## src/pio_pkg.sv

```systemverilog
// constants for the parallel i/o ports 0 to 3 and their apb register map
package pio_pkg;
	// register indices, byte address is four times the index
	localparam logic [5:0] PORT0_OUTPUT_LATCH_IDX  = 6'h00;
	localparam logic [5:0] PORT1_OUTPUT_LATCH_IDX  = 6'h01;
	localparam logic [5:0] PORT2_OUTPUT_LATCH_IDX  = 6'h02;
	localparam logic [5:0] PORT3_OUTPUT_LATCH_IDX  = 6'h03;
	localparam logic [5:0] PORT0_DIRECTION_IDX     = 6'h08;
	localparam logic [5:0] PORT1_DIRECTION_IDX     = 6'h09;
	localparam logic [5:0] PORT3_DIRECTION_IDX     = 6'h0b;
	localparam logic [5:0] PORT2_PIN_INPUT_IDX     = 6'h2c;
	localparam logic [5:0] SYSTEM_CONTROL_ONE_IDX  = 6'h38;
	localparam logic [5:0] SYSTEM_CONTROL_TWO_IDX  = 6'h39;

	// widths
	localparam int         PORT_WIDTH              = 8;
	localparam int         PORT2_WIDTH             = 3;
	localparam int         APB_ADDR_WIDTH          = 8;

	// reset values
	localparam logic [7:0] PORT0_LATCH_RESET       = 8'h00;
	localparam logic [7:0] PORT1_LATCH_RESET       = 8'h00;
	localparam logic [2:0] PORT2_LATCH_RESET       = 3'h7;
	localparam logic [7:0] PORT3_LATCH_RESET       = 8'hff;
	localparam logic [7:0] DIRECTION_RESET         = 8'h00;
	localparam logic [7:0] SYSTEM_CONTROL_RESET    = 8'h00;

	// field positions in the system control registers
	localparam int         STOP_MODE_BIT           = 7;
	localparam int         STOP_OUTPUT_HOLD_BIT    = 4;
	localparam int         LOW_FREQ_OSC_ENABLE_BIT = 6;

	// port two bit roles
	localparam int         STOP_RELEASE_BIT        = 0;
	localparam int         SLOW_CRYSTAL_IN_BIT     = 1;
	localparam int         SLOW_CRYSTAL_OUT_BIT    = 2;
endpackage : pio_pkg

```

## src/pio_ports.sv

```systemverilog
// apb-attached parallel i/o ports 0 to 3 with direction, stop-mode and oscillator pin sharing
//
// Register access over APB is this design's own decision.
`timescale 1ns/1ps

// Summary of operation
// - every output pin has a holding latch
// - pins are sampled unlatched at read setup
// - write updates latch in access phase
// - port0 direction and latch reset to zero
// - port1 direction and latch reset to zero
// - port2 three bits, latches reset to one
// - port2 latch and pins at separate addresses
// - port2 pin read defines only low bits
// - slow oscillator takes port2 bits one, two
// - port2 bit zero floats in stop mode
// - port3 direction zero, latch ones at reset
// - shared-address read returns pins for inputs
module pio_ports (
	input  wire logic        pclk,
	input  wire logic        presetn,
	input  wire logic        psel,
	input  wire logic        penable,
	input  wire logic        pwrite,
	input  wire logic [7:0]  paddr,
	input  wire logic [31:0] pwdata,
	input  wire logic [3:0]  pstrb,
	output logic      [31:0] prdata,
	output logic             pready,
	output logic             pslverr,
	input  wire logic [7:0]  port0_pin_in,
	output logic      [7:0]  port0_pin_out,
	output logic      [7:0]  port0_pin_oe_n,
	input  wire logic [7:0]  port1_pin_in,
	output logic      [7:0]  port1_pin_out,
	output logic      [7:0]  port1_pin_oe_n,
	input  wire logic [2:0]  port2_pin_in,
	output logic      [2:0]  port2_pin_out,
	output logic      [2:0]  port2_pin_oe_n,
	input  wire logic [7:0]  port3_pin_in,
	output logic      [7:0]  port3_pin_out,
	output logic      [7:0]  port3_pin_oe_n,
	output logic             stop_mode,
	output logic             low_freq_osc_enable
);

	// shared-address read: output bits show the latch, input bits the live pin
	function automatic logic [7:0] pio_shared_read(
		input logic [7:0] dir,
		input logic [7:0] latch,
		input logic [7:0] pin
	);
		pio_shared_read = (dir & latch) | (~dir & pin);
	endfunction : pio_shared_read

	// active-low enable: drive only output-mode bits that stop mode allows
	function automatic logic [7:0] pio_drive_oe_n(
		input logic [7:0] dir,
		input logic       allow
	);
		pio_drive_oe_n = ~(dir & {8{allow}});
	endfunction : pio_drive_oe_n

	// word match for one register index
	function automatic logic pio_hit(
		input logic [7:0] addr,
		input logic [5:0] idx
	);
		pio_hit = (addr[1:0] == 2'h0) && (addr[7:2] == idx);
	endfunction : pio_hit

	// output latches, direction registers and system control words
	logic [7:0] port0_output_latch;
	logic [7:0] port1_output_latch;
	logic [2:0] port2_output_latch;
	logic [7:0] port3_output_latch;
	logic [7:0] port0_direction;
	logic [7:0] port1_direction;
	logic [7:0] port3_direction;
	logic [7:0] system_control_one;
	logic [7:0] system_control_two;

	// address decode: output latches
	wire        hit_p0_latch  = pio_hit(paddr, pio_pkg::PORT0_OUTPUT_LATCH_IDX);
	wire        hit_p1_latch  = pio_hit(paddr, pio_pkg::PORT1_OUTPUT_LATCH_IDX);
	wire        hit_p2_latch  = pio_hit(paddr, pio_pkg::PORT2_OUTPUT_LATCH_IDX);
	wire        hit_p3_latch  = pio_hit(paddr, pio_pkg::PORT3_OUTPUT_LATCH_IDX);

	// address decode: direction registers and port two pins
	wire        hit_p0_dir    = pio_hit(paddr, pio_pkg::PORT0_DIRECTION_IDX);
	wire        hit_p1_dir    = pio_hit(paddr, pio_pkg::PORT1_DIRECTION_IDX);
	wire        hit_p3_dir    = pio_hit(paddr, pio_pkg::PORT3_DIRECTION_IDX);
	wire        hit_p2_pins   = pio_hit(paddr, pio_pkg::PORT2_PIN_INPUT_IDX);

	// address decode: system control words
	wire        hit_sys_one   = pio_hit(paddr, pio_pkg::SYSTEM_CONTROL_ONE_IDX);
	wire        hit_sys_two   = pio_hit(paddr, pio_pkg::SYSTEM_CONTROL_TWO_IDX);

	// legal targets and refused accesses
	wire        hit_writable  = hit_p0_latch | hit_p1_latch | hit_p2_latch |
	                            hit_p3_latch | hit_p0_dir | hit_p1_dir |
	                            hit_p3_dir | hit_sys_one | hit_sys_two;
	wire        hit_any       = hit_writable | hit_p2_pins;
	wire        bad_access    = !hit_any || (pwrite && hit_p2_pins);

	// bus phases: setup samples pins, access commits the write
	wire        setup_phase   = psel && !penable;
	wire        access_phase  = psel && penable;

	// write strobe and the byte that carries the register data
	wire        wr_commit     = access_phase && pwrite && pstrb[0] && !bad_access;
	wire [7:0]  wr_byte       = pwdata[7:0];

	// read strobe: pins and registers are captured at the setup edge
	wire        rd_capture    = setup_phase && !pwrite;

	// writable bits of the system control words
	wire [7:0]  sys_one_mask  = (8'h01 << pio_pkg::STOP_MODE_BIT) | (8'h01 << pio_pkg::STOP_OUTPUT_HOLD_BIT);
	wire [7:0]  sys_two_mask  = 8'h01 << pio_pkg::LOW_FREQ_OSC_ENABLE_BIT;

	// mode bits
	wire        stop_bit      = system_control_one[pio_pkg::STOP_MODE_BIT];
	wire        hold_bit      = system_control_one[pio_pkg::STOP_OUTPUT_HOLD_BIT];
	wire        osc_bit       = system_control_two[pio_pkg::LOW_FREQ_OSC_ENABLE_BIT];

	// stop mode releases the drivers unless output hold is set
	wire        drive_allowed = !stop_bit || hold_bit;

	// read view of each register, shared-address ports mix latch and pins
	wire [7:0]  rd_p0_latch   = pio_shared_read(port0_direction, port0_output_latch, port0_pin_in);
	wire [7:0]  rd_p1_latch   = pio_shared_read(port1_direction, port1_output_latch, port1_pin_in);
	wire [7:0]  rd_p3_latch   = pio_shared_read(port3_direction, port3_output_latch, port3_pin_in);
	wire [7:0]  rd_p2_latch   = {5'h00, port2_output_latch};
	wire [7:0]  rd_p2_pins    = {5'h00, port2_pin_in};

	// read data selection, port two upper bits read as zero
	logic [7:0] rd_byte;
	always_comb begin
		if (hit_p0_latch) begin
			rd_byte = rd_p0_latch;
		end else if (hit_p1_latch) begin
			rd_byte = rd_p1_latch;
		end else if (hit_p3_latch) begin
			rd_byte = rd_p3_latch;
		end else if (hit_p2_latch) begin
			rd_byte = rd_p2_latch;
		end else if (hit_p2_pins) begin
			rd_byte = rd_p2_pins;
		end else if (hit_p0_dir) begin
			rd_byte = port0_direction;
		end else if (hit_p1_dir) begin
			rd_byte = port1_direction;
		end else if (hit_p3_dir) begin
			rd_byte = port3_direction;
		end else if (hit_sys_one) begin
			rd_byte = system_control_one & sys_one_mask;
		end else if (hit_sys_two) begin
			rd_byte = system_control_two & sys_two_mask;
		end else begin
			rd_byte = 8'h00;
		end
	end

	// read data captured in the setup cycle, the first state of the read
	always_ff @(posedge pclk or negedge presetn) begin
		if (!presetn) begin
			prdata <= 32'h0000_0000;
		end else if (rd_capture) begin
			prdata <= {24'h00_0000, rd_byte};
		end
	end

	// zero-wait answer, error on unmapped or read-only target
	assign pready  = access_phase;
	assign pslverr = access_phase && bad_access;

	// write enables for the output latches
	wire        wr_p0_latch   = wr_commit && hit_p0_latch;
	wire        wr_p1_latch   = wr_commit && hit_p1_latch;
	wire        wr_p2_latch   = wr_commit && hit_p2_latch;
	wire        wr_p3_latch   = wr_commit && hit_p3_latch;

	// write enables for directions and system control
	wire        wr_p0_dir     = wr_commit && hit_p0_dir;
	wire        wr_p1_dir     = wr_commit && hit_p1_dir;
	wire        wr_p3_dir     = wr_commit && hit_p3_dir;
	wire        wr_sys_one    = wr_commit && hit_sys_one;
	wire        wr_sys_two    = wr_commit && hit_sys_two;

	// port zero output latch
	always_ff @(posedge pclk or negedge presetn) begin
		if (!presetn) begin
			port0_output_latch <= pio_pkg::PORT0_LATCH_RESET;
		end else if (wr_p0_latch) begin
			port0_output_latch <= wr_byte;
		end
	end

	// port zero direction, all inputs after reset
	always_ff @(posedge pclk or negedge presetn) begin
		if (!presetn) begin
			port0_direction <= pio_pkg::DIRECTION_RESET;
		end else if (wr_p0_dir) begin
			port0_direction <= wr_byte;
		end
	end

	// port one output latch
	always_ff @(posedge pclk or negedge presetn) begin
		if (!presetn) begin
			port1_output_latch <= pio_pkg::PORT1_LATCH_RESET;
		end else if (wr_p1_latch) begin
			port1_output_latch <= wr_byte;
		end
	end

	// port one direction, all inputs after reset
	always_ff @(posedge pclk or negedge presetn) begin
		if (!presetn) begin
			port1_direction <= pio_pkg::DIRECTION_RESET;
		end else if (wr_p1_dir) begin
			port1_direction <= wr_byte;
		end
	end

	// port two output latch, three bits set after reset
	always_ff @(posedge pclk or negedge presetn) begin
		if (!presetn) begin
			port2_output_latch <= pio_pkg::PORT2_LATCH_RESET;
		end else if (wr_p2_latch) begin
			port2_output_latch <= wr_byte[2:0];
		end
	end

	// port three output latch, all ones after reset
	always_ff @(posedge pclk or negedge presetn) begin
		if (!presetn) begin
			port3_output_latch <= pio_pkg::PORT3_LATCH_RESET;
		end else if (wr_p3_latch) begin
			port3_output_latch <= wr_byte;
		end
	end

	// port three direction, all inputs after reset
	always_ff @(posedge pclk or negedge presetn) begin
		if (!presetn) begin
			port3_direction <= pio_pkg::DIRECTION_RESET;
		end else if (wr_p3_dir) begin
			port3_direction <= wr_byte;
		end
	end

	// stop mode and output hold bits
	always_ff @(posedge pclk or negedge presetn) begin
		if (!presetn) begin
			system_control_one <= pio_pkg::SYSTEM_CONTROL_RESET;
		end else if (wr_sys_one) begin
			system_control_one <= wr_byte & sys_one_mask;
		end
	end

	// slow oscillator enable bit
	always_ff @(posedge pclk or negedge presetn) begin
		if (!presetn) begin
			system_control_two <= pio_pkg::SYSTEM_CONTROL_RESET;
		end else if (wr_sys_two) begin
			system_control_two <= wr_byte & sys_two_mask;
		end
	end

	// pin values come straight from the latches
	assign port0_pin_out = port0_output_latch;
	assign port1_pin_out = port1_output_latch;
	assign port2_pin_out = port2_output_latch;
	assign port3_pin_out = port3_output_latch;

	// direction ports drive only in output mode and when stop mode permits
	assign port0_pin_oe_n = pio_drive_oe_n(port0_direction, drive_allowed);
	assign port1_pin_oe_n = pio_drive_oe_n(port1_direction, drive_allowed);
	assign port3_pin_oe_n = pio_drive_oe_n(port3_direction, drive_allowed);

	// port two sinks low for a zero latch, releases for a one so the pin can be read
	wire [2:0] p2_sink = ~port2_output_latch;
	wire       p2_osc  = osc_bit;

	// per-bit sink permission, the stop release pin always floats in stop mode
	wire       p2_bit0_on = p2_sink[0] && !stop_bit;
	wire       p2_bit1_on = p2_sink[1] && drive_allowed && !p2_osc;
	wire       p2_bit2_on = p2_sink[2] && drive_allowed && !p2_osc;

	// active-low enables for port two
	assign port2_pin_oe_n[pio_pkg::STOP_RELEASE_BIT]     = !p2_bit0_on;
	assign port2_pin_oe_n[pio_pkg::SLOW_CRYSTAL_IN_BIT]  = !p2_bit1_on;
	assign port2_pin_oe_n[pio_pkg::SLOW_CRYSTAL_OUT_BIT] = !p2_bit2_on;

	// mode status seen by the rest of the chip
	assign stop_mode           = stop_bit;
	assign low_freq_osc_enable = p2_osc;

endmodule : pio_ports

```

## config.mk

```make
export PLATFORM = sky130hd
export DESIGN_NAME = pio_ports
export DESIGN_NICKNAME = d
export VERILOG_FILES = /design/src/pio_pkg.sv /design/src/pio_ports.sv
export SDC_FILE = /design/constraint.sdc
export NUM_CORES = 1
export LEC_CHECK = 0
export BUFFER_PORTS_ARGS = -buffer_cell sky130_fd_sc_hd__buf_4
export CAP_MARGIN = 20
export CORE_ASPECT_RATIO = 0.9
export CORE_UTILIZATION = 50
export DETAILED_ROUTE_END_ITERATION = 12
export PLACE_DENSITY = 0.95
export SLEW_MARGIN = 20
export SYNTH_ARGS = -nofsm -noshare
export SYNTH_HDL_FRONTEND = slang
export SYNTH_SLANG_ARGS = --single-unit
```

## constraint.sdc

```tcl
create_clock -name pclk -period 3.4 [get_ports pclk]
set_input_delay 0.68 -clock pclk [delete_from_list [all_inputs] [get_ports pclk]]
set_output_delay 0.68 -clock pclk [all_outputs]
set_load 0.02 [all_outputs]
```

==> impl_metrics.tcl, run 1 <==
set metrics [dict create \
    fin_util_pct 66.39 \
    busiest_layer "met2" \
    synth_top_area_share_pct 35.23 \
    worst_clock_skew_ns 0.005866 \
    num-nets-final 527 \
    antenna_found_initial 0 \
    routed_wl_mm 10.19 \
    clockBufferDepth 2 \
    avgSynthCellArea_um2 10.75 \
    final-instance-count-excl-fill 549 \
    drc 0 \
    reg2reg_from "port3_direction[0]" \
    yosysWarnings 0 \
    post-place-ws_ns 0.6320 \
    drv_cap 0 \
    setup_violations 0 \
    p_per_area_mw_per_mm2 353.6 \
    synth_ff_type "dfrtp_1" \
    synth_top_area_cell "dfrtp_1" \
    timing.rr.end "prdata[0]" \
    die_x_um 91.72 \
    cts.clk_slew.worst_paths_ns 0.07 \
    multiInputGateArea_mm2 0.001861 \
    viasPerCell 5.745 \
    cts_buffers 9 \
    synthTopCellsByArea "dfrtp_1 (35%), mux2_2 (20%), dfstp_2 (8.0%)" \
    use_met1_pct 34.71 \
    arrival_ns 2.10 \
    core_mm2 0.007039 \
    comb_power_share_pct 11.4 \
    num_io_pins 166 \
    fillCellCount 532 \
    dp.cells 533 \
    crit_fanout 9 \
    grt_pass1_wl_mm 15.64 \
    drtAntennaViolNets 0 \
    clock-sinks 62 \
    die_h_um 82.75 \
    fin_crit_sh_pct 81.62 \
    period_minus_slack_ns 2.775 \
    p_int_mw 1.250 \
    vias 3154 \
    yosysUniqueCellTypes 49 \
    power_frac_seq_pct 45.5 \
    dp_hpwl_mm 7.232 \
    synth_seq_cells 62 \
    grt_util_met2_pct 46.47 \
    avgRoutedWirePerCell_um 18.57 \
    firstDrtPassIters 4 \
    cts_resized 0 \
    gp_congestion 0.8777 \
    worstPathRequired_ns 2.72 \
    criticalPathCategory "input port to output pin" \
    grt_overflow 0 \
    fin_setup_tns_ns 0 \
    leakage_nw 2.185 \
    tightest_slew_ns 0.7803 \
    max-vdd-ir-drop_mv 0.2580 \
    holdBufCountCts 0 \
    endpoint_kind "output pin" \
    outcome "finished, final reports clean" \
    regToRegSetupSlack_ns 2.02 \
    max_freq_ghz 0.3603 \
    dieArea_mm2 0.007589 \
    clkPwrFrac_pct 43.1 \
    cts_tree "done" \
    seqCellArea_mm2 0.001565 \
    grt_start_max_net_pins 63 \
    synth-edff-count 0 \
    grt_use_total_pct 27.78 \
    slew_headroom_pct 47.98 \
    rsz0062_at_grt "false" \
    portBuffers 114 \
    fp-row-count 29 \
    drt_first_iter_violations 254 \
    syn_inst 337 \
    start_util_pct 51.46 \
    power.switching_uw 402.6 \
    final_hold_viol_count 0 \
    synthArstFlopShare_pct 100.0 \
    drive_gt1_share_pct 49.12 \
    postCtsSetupBuffers 0 \
    startpoint_type "input port" \
    slew_violations 0 \
    ys_seq_area_share_pct 43.21 \
    whs_ns 0.4057 \
    clock_latency_ns 0.35 \
    netSwitchingFraction_pct 24.37 \
    setup_slack_ns 0.6248 \
    hp-class "input port to async pin" \
    grtUsageMet3_pct 8.059 \
    area.growth.synth_to_final_pct 29.02 \
    antenna_cells 0 \
    synthesis.area_mm2 0.003622 \
    cts_max_level 3 \
    root_buffer "clkbuf_8" \
    r2r_cells 5 \
    first_global_vias 2980 \
]
## worst max-delay path, stage by stage
cell      delay [ns]
buf_4           0.13
nand4b_1        0.18
or4b_1          0.50
buf_4           0.20
o221a_2         0.25
buf_4           0.15
## flip-flops by register name (all words and copies together) (netlist names)
register            flops
port0_direction         8
port0_pin_out           8
port1_direction         8
port1_pin_out           8
port3_direction         8
port3_pin_out           8
prdata                  8
port2_pin_out           3
system_control_one      2
system_control_two      1
## metrics by stage
| stage | power [mW] | cell area [µm²] |
|---|---|---|
| after floorplan | 0.8745 | 3709 |
| after global placement | 0.9474 | 4458 |
| after detailed placement | 0.9513 | 4458 |
| after CTS | 1.661 | 4673 |
| after global routing | 1.703 | 4673 |
| final | 1.652 | 4673 |
## layout make-up
type                       instances  area share [%]
multi-input combinational        254           39.81
sequential                        62           33.49
timing repair buffer             120           19.28
clock buffer                      12           3.106
tap                               93           2.490
clock inverter                     4           1.499
inverter                           4          0.3213
## power by group through the flow
stage	clock, mW	combinational [mW]	sequential, mW
after floorplan	0	0.106	0.769
after global placement	0	0.183	0.764
after detailed placement	0	0.187	0.765
after CTS	0.722	0.188	0.751
after global routing	0.747	0.204	0.752
final	0.713	0.188	0.752
## layer usage
| metal | wire length [µm] | share of wire, % |
|---|---|---|
| met2 | 5045 | 49 |
| met5 | 0 | 0 |
| met3 | 1075 | 11 |
| met4 | 152 | 1.5 |
| met1 | 3921 | 38 |
## cells in the final DEF (no fill, tap or decap), types with 2 or more instances in the layout
cell type  instances
clkbuf_1           2
o2bb2ai_1          2
o22ai_1            4
nor4_1             2
mux2i_1           15
nand2b_1           2
nand2_1           33
nor2_1            12
clkinv_2           2
conb_1            24
a2111oi_0          2
clkbuf_8          10
a21oi_1           12
nor2_4             2
inv_1              4
a22oi_1           13
bufinv_16          2
o31ai_1            2
or3_1              4
dfrtp_1           51
dfstp_2           11
nor2b_1            5
nand3_1           10
nor3_1            10
mux2_2            64
a211oi_1           3
or3b_2             3
o21ai_0            9
buf_4            120
## synthesized netlist by cell type (all sizes together) (2+ instances only)
cell type / n
a2111oi: 2
a211oi: 3
a21oi: 12
a22oi: 13
buf: 31
clkbuf: 9
dfrtp: 51
dfstp: 11
inv: 4
mux2: 65
mux2i: 15
nand2: 33
nand2b: 2
nand3: 12
nor2: 14
nor2b: 5
nor3: 12
nor4: 3
o21ai: 9
o22ai: 4
o2bb2ai: 2
o31ai: 2
or3: 5
or3b: 3
## cell families after synthesis
kind of cell / count (synthesis) / share of synthesized area [%]
and+or+nand+nor: 97 / 14.78
muxes: 80 / 24.35
DFF: 62 / 43.21
AOI/OAI and AO/OA: 53 / 9.741
buffers and inverters: 44 / 7.806
other: 1 / 0.1035
## how the worst max path moves through the flow
stage	start	to	slack, ns	cells after the start
after floorplan	paddr[6]	pslverr	0.91	4
after global placement	paddr[6]	pslverr	0.64	6
after detailed placement	paddr[6]	pslverr	0.63	6
after CTS	paddr[6]	pslverr	0.63	6
after global routing	paddr[6]	pslverr	0.57	6
final	paddr[6]	pslverr	0.62	6
Power figures use the tool's default switching activity.
==> run 2, diff against run 1 <==
--- a/config.mk
+++ b/config.mk
@@ -5,12 +5,13 @@
 export SDC_FILE = /design/constraint.sdc
 export NUM_CORES = 1
 export LEC_CHECK = 0
+export ABC_AREA = 1
 export BUFFER_PORTS_ARGS = -buffer_cell sky130_fd_sc_hd__buf_4
 export CAP_MARGIN = 20
 export CORE_ASPECT_RATIO = 0.9
-export CORE_UTILIZATION = 50
+export CORE_UTILIZATION = 44
 export DETAILED_ROUTE_END_ITERATION = 12
-export PLACE_DENSITY = 0.95
+export PLACE_DENSITY = 0.88
 export SLEW_MARGIN = 20
 export SYNTH_ARGS = -nofsm -noshare
 export SYNTH_HDL_FRONTEND = slang
==> constraint.sdc (replaced) <==
create_clock -name pclk -period 2.3 [get_ports pclk]
set_input_delay 0.46 -clock pclk [delete_from_list [all_inputs] [get_ports pclk]]
set_output_delay 0.46 -clock pclk [all_outputs]
set_load 0.02 [all_outputs]
==> run 2 against run 1 <==
Effect of this change:
- critical path depth grew 2
- wire length increased by 10%
- highest routed layer unchanged
- sequential cell count unchanged
- area after synthesis grew 5.4%
- critical endpoint unchanged
- combinational power increased by 26%
==> impl_metrics.tcl, run 2 <==
set metrics [dict create \
    outcome "finished, final reports clean" \
    synth_top_area_share_pct 33.42 \
    final_hold_viol_count 0 \
    power.switching_uw 601.0 \
    max_freq_ghz 0.4665 \
    synthArstFlopShare_pct 100.0 \
    drt_first_iter_violations 233 \
    first_global_vias 3537 \
    layout_common_cells "nand2_1 (168), buf_4 (129), dfrtp_1 (51)" \
    synthTopCellsByArea "dfrtp_1 (33%), nand2_1 (17%), dfstp_2 (7.6%)" \
    period_minus_slack_ns 2.143 \
    grt_use_total_pct 25.60 \
    crit_fanout 9 \
    fillCellCount 788 \
    placed_cell_area_mm2 0.004737 \
    cts_tree "done" \
    die_h_um 90.38 \
    yosysWarnings 0 \
    grt_overflow 0 \
    fp-row-count 31 \
    clock-sinks 62 \
    antenna_cells 0 \
    gp_congestion 0.9425 \
    endpoint "pslverr" \
    whs_ns 0.1919 \
    dieArea_mm2 0.009056 \
    core_mm2 0.008223 \
    netSwitchingFraction_pct 26.43 \
    cts.clk_slew.worst_paths_ns 0.06 \
    die_x_um 100.2 \
    criticalPathCategory "input port to output pin" \
    endpoint_kind "output pin" \
    cts_max_level 3 \
    drc 0 \
    tightest_slew_ns 0.7841 \
    avgSynthCellArea_um2 7.730 \
    p_per_area_mw_per_mm2 461.6 \
    hp-class "input port to async pin" \
    viasPerCell 5.078 \
    synth_top_area_cell "dfrtp_1" \
    final-instance-count-excl-fill 741 \
    drv_cap 0 \
    vias 3763 \
    regToRegSetupSlack_ns 1.01 \
    syn_inst 494 \
    leakage_nw 2.361 \
    r2r_cells 5 \
    cts_resized 0 \
    fin_setup_tns_ns 0 \
    arrival_ns 1.68 \
    holdBufCountCts 0 \
    routed_wl_mm 11.25 \
    start_util_pct 46.44 \
    num_io_pins 166 \
    worstPathRequired_ns 1.84 \
    dp_hpwl_mm 8.719 \
    yosysUniqueCellTypes 32 \
    reg2reg_from "port1_direction[3]" \
    clkPwrFrac_pct 41.5 \
    finalInstanceArea_mm2 0.004926 \
    root_buffer "clkbuf_8" \
    slew_headroom_pct 47.72 \
    final_common_cell "nand2_1" \
    synth_common_cells "nand2_1 (168), dfrtp_1 (51), inv_1 (49), o21ai_1 (46), nand3_1 (28)" \
    grt_start_max_net_pins 63 \
    dp.cells 725 \
    synth.most_common_cell "nand2_1" \
    synth_seq_cells 62 \
    total_power_mw 2.274 \
    timing.rr.end "prdata[3]" \
    synth_ff_type "dfrtp_1" \
    drive_gt1_share_pct 30.67 \
    fin_crit_sh_pct 93.19 \
    synth-edff-count 0 \
    power_frac_seq_pct 48.2 \
    clockBufferDepth 2 \
    portBuffers 114 \
    grt_pass1_wl_mm 17.82 \
    p_int_mw 1.673 \
    num-nets-final 697 \
    setup_violations 0 \
    slew_violations 0 \
    postCtsSetupBuffers 0 \
    startpoint_type "input port" \
    firstDrtPassIters 5 \
    crit_start "paddr[1]" \
    drtAntennaViolNets 0 \
    antenna_found_initial 0 \
    clock_latency_ns 0.34 \
    rsz0062_at_grt "false" \
    worst_clock_skew_ns 0.01066 \
    synthesis.area_mm2 0.003819 \
    ys_seq_area_share_pct 40.99 \
    cts_buffers 9 \
    avgRoutedWirePerCell_um 15.18 \
    area.growth.synth_to_final_pct 29.00 \
    max-vdd-ir-drop_mv 0.2981 \
    comb_power_share_pct 10.4 \
]
run 2: changes by cell type in the layout (fill, tap and decap cells not counted), moves of 13 or more:
cell,before,now
nand2_1,33,168
mux2_2,64,2
o21ai_1,0,46
inv_1,4,49
nand3_1,10,28
a22oi_1,13,0
run 2: critical path, stage by stage:
cell     delay, ns
buf_4         0.12
nor2_4        0.22
nand2_4       0.17
nor2_8        0.17
o21ai_2       0.09
nand3_4       0.19
a21oi_1       0.09
buf_4         0.16
run 2: cell type report:
type                    count  area [µm²]  area share, %
clock buffers              10       127.6          2.591
clock inverters             6       61.31          1.245
inverters                  50       187.7          3.810
multi-input cells         369        1872          38.00
flip-flops and latches     62        1565          31.78
well taps                 115       143.9          2.921
repair buffers            129       968.4          19.66
run 2: worst min path at each step:
stage,to,slack (ns),cells after the start
2_1_floorplan,port0_direction[0],0.16,0
3_3_place_gp,prdata[1],0.47,2
3_5_place_dp,prdata[6],0.48,2
4_1_cts,port0_pin_out[0],0.23,1
5_1_grt,port0_pin_out[0],0.26,1
6_report,port0_pin_out[5],0.19,1
run 2: power groups by stage:
stage                     sequential [mW]  clock, mW  combinational [mW]
after floorplan                      1.12          0               0.137
after global placement               1.12          0               0.232
after detailed placement             1.12          0               0.236
after CTS                            1.10      0.950               0.237
after global routing                 1.09      0.998               0.258
final                                1.10      0.943               0.236
run 2: kinds of logic after synthesis:
logic type,count (synthesis),share of synthesized area [%]
AO/OA/AOI/OAI,79,11.83
buffers and inverters,86,12.25
flip-flops,62,40.99
multiplexers,6,1.638
other,1,0.09820
AND/OR/NAND/NOR,260,33.19
run 2: metal layers:
layer / track usage, % / part of all wire (%) / vias to the layer above / wire length, µm
met4: 7.126 / 1.5 / 0 / 174
met2: 41.67 / 47 / 179 / 5293
met1: 34.28 / 43 / 1751 / 4817
li1: - / - / 1814 / -
met5: 0 / 0 / - / 0
met3: 5.573 / 8.6 / 19 / 966
run 2: per-stage QoR:
stage               util (%)  worst slack (ns)
global route           59.91           0.04507
CTS                    59.91            0.1664
detailed placement     57.61            0.1530
finish                 59.91            0.1566
global placement       57.61            0.1806
floorplan                  -            0.2931
==> run 3, diff against run 2 <==
--- a/config.mk
+++ b/config.mk
@@ -6,12 +6,12 @@
 export NUM_CORES = 1
 export LEC_CHECK = 0
 export ABC_AREA = 1
-export BUFFER_PORTS_ARGS = -buffer_cell sky130_fd_sc_hd__buf_4
 export CAP_MARGIN = 20
 export CORE_ASPECT_RATIO = 0.9
-export CORE_UTILIZATION = 44
+export CORE_UTILIZATION = 50
 export DETAILED_ROUTE_END_ITERATION = 12
-export PLACE_DENSITY = 0.88
+export DONT_BUFFER_PORTS = 1
+export PLACE_DENSITY = 0.78
 export SLEW_MARGIN = 20
 export SYNTH_ARGS = -nofsm -noshare
 export SYNTH_HDL_FRONTEND = slang
==> run 3 against run 2 <==
Effect of this change:
- setup slack improved by 0.061 ns
- hold slack better by 0.050 ns
- total power increased by 4.4%
- sequential power about the same
- final cell count decreased by 18%
- combinational power down 33%
- core utilization down 3.1 points
- critical path depth fell by 1
- largest power group is now the clock network
- die area fell by 12%
- first-iteration DRC count decreased by 14%
- largest cell class unchanged
==> impl_metrics.tcl, run 3 (synthesis gave the netlist of run 2 again) <==
set metrics [dict create \
    endpoint "pslverr" \
    outcome "finished, final reports clean" \
    drt_first_iter_violations 201 \
    drtAntennaViolNets 0 \
    avgRoutedWirePerCell_um 17.00 \
    slew_headroom_pct 64.37 \
    num-nets-final 582 \
    num_io_pins 166 \
    reg2reg_from "port0_pin_out[7]" \
    cts_tree "done" \
    path_depth 7 \
    criticalPathCategory "input port to output pin" \
    hp-class "input port to register" \
    critPathMaxStageDelay_ns 0.27 \
    grt_start_max_net_pins 63 \
    fillCellCount 722 \
    arrival_ns 1.62 \
    fin_crit_sh_pct 90.55 \
    max-vdd-ir-drop_mv 0.3260 \
    timing.rr.end "prdata[7]" \
    root_buffer "clkbuf_8" \
    die_h_um 84.91 \
    cpMostUsedCell "nor2_1" \
    endpoint_kind "output pin" \
    area.growth.synth_to_final_pct 7.438 \
    drive_gt1_share_pct 14.87 \
    final_hold_viol_count 0 \
    crit_start "paddr[1]" \
    firstDrtPassIters 5 \
    tightest_slew_ns 0.5304 \
    start_util_pct 52.89 \
    cts_buffers 9 \
    rsz0062_at_grt "false" \
    path_buf_inv 1 \
    antenna_cells 0 \
    slew_violations 0 \
    max_freq_ghz 0.4801 \
    worst_clock_skew_ns 0.002400 \
    drv_cap 0 \
    period_minus_slack_ns 2.083 \
    fp-row-count 29 \
    r2r_cells 5 \
    gp_congestion 0.9168 \
    regToRegSetupSlack_ns 1.02 \
    grt_pass1_wl_mm 16.40 \
    cts_max_level 3 \
    first_global_vias 3192 \
    p_per_area_mw_per_mm2 578.9 \
    grt_overflow 0 \
    clockBufferDepth 2 \
    die_x_um 94.12 \
    routed_wl_mm 10.27 \
    grt_use_total_pct 27.51 \
    dieArea_mm2 0.007991 \
    slowest_stage "nand3_4" \
    total_power_mw 2.375 \
    dp_hpwl_mm 7.837 \
    final_common_cell "nand2_1" \
    fin_setup_tns_ns 0 \
    startpoint_type "input port" \
    clock-sinks 62 \
    setup_violations 0 \
    crit_fanout 10 \
    leakage_nw 1.827 \
    drc 0 \
    core_mm2 0.007221 \
    clock_latency_ns 0.34 \
    worstPathRequired_ns 1.84 \
    cts_resized 0 \
    cpLargestDelayFamily "simple AND/OR/NAND/NOR gates" \
    crit_chain "nor2_4 -> nand2_4 -> nor2_1 -> nor2_1 -> nand3_4 -> a21oi_1 -> buf_4" \
    layout_common_cells "nand2_1 (168), dfrtp_1 (51), inv_1 (49)" \
    viasPerCell 5.469 \
    vias 3303 \
    antenna_found_initial 0 \
    cts.clk_slew.worst_paths_ns 0.06 \
    portBuffers 0 \
]
## run 3: cell count changes in the layout (fill, tap and decap cells not counted), sizes merged
| cell | previous run | this run |
|---|---|---|
| buf | 129 | 13 |
| clkbuf | 10 | 13 |
| clkinv | 3 | 1 |
| bufinv | 1 | 2 |
| clkinvlp | 1 | 0 |
| dlygate4sd3 | 0 | 1 |
| inv | 51 | 50 |
## run 3: repair_timing
item / CTS / global route
hold buffers: 2 / 0
endpoints found under the hold margin: 62 / 0
setup buffers: 0 / 0
## run 3: metal layers
metal / share of wire [%] / GRT usage (%) / vias to the layer above / wire length (µm)
li1: - / - / 1590 / -
met1: 44 / 37.72 / 1551 / 4558
met2: 46 / 43.60 / 147 / 4758
met3: 7.9 / 6.272 / 15 / 815
met4: 1.4 / 7.972 / 0 / 139
met5: 0 / 0 / - / 0
## run 3: cell type report
cell class              count  area [µm²]  share of cell area (%)
repair buffers             14       127.6                   3.111
well taps                  93       116.4                   2.836
clock buffers              13       168.9                   4.117
inverters                  50       187.7                   4.575
multi-input cells         369        1872                   45.62
clock inverters             3       65.06                   1.586
flip-flops and latches     62        1565                   38.15
## run 3: stage by stage
stage               setup slack [ns]  utilization (%)  hold slack, ns  cell area, µm²  instances
floorplan                     0.2931                -          0.1644            3905        517
global placement              0.2231            53.06          0.1660            3831        586
detailed placement            0.2159            53.06          0.1659            3831        586
CTS                           0.1991            56.82          0.2264            4103        604
global route                 0.08699            56.82          0.2427            4103        604
finish                        0.2172            56.82          0.2420            4103        604
## run 3: worst min path at each step
stage,from,endpoint,slack [ns],depth (start not counted)
after detailed placement,presetn,port0_pin_out[5],0.17,0
final,pwdata[6],system_control_two[6],0.24,2
after global placement,presetn,port0_pin_out[6],0.17,0
after global routing,pwdata[6],system_control_two[6],0.24,2
after floorplan,presetn,port0_direction[0],0.16,0
after CTS,pwdata[6],system_control_two[6],0.23,2
## run 3: power breakdown
| group | switching [mW] | internal, mW |
|---|---|---|
| sequential | 0.00481 | 1.09 |
| combinational | 0.129 | 0.0306 |
| clock | 0.419 | 0.698 |
| total | 0.553 | 1.82 |
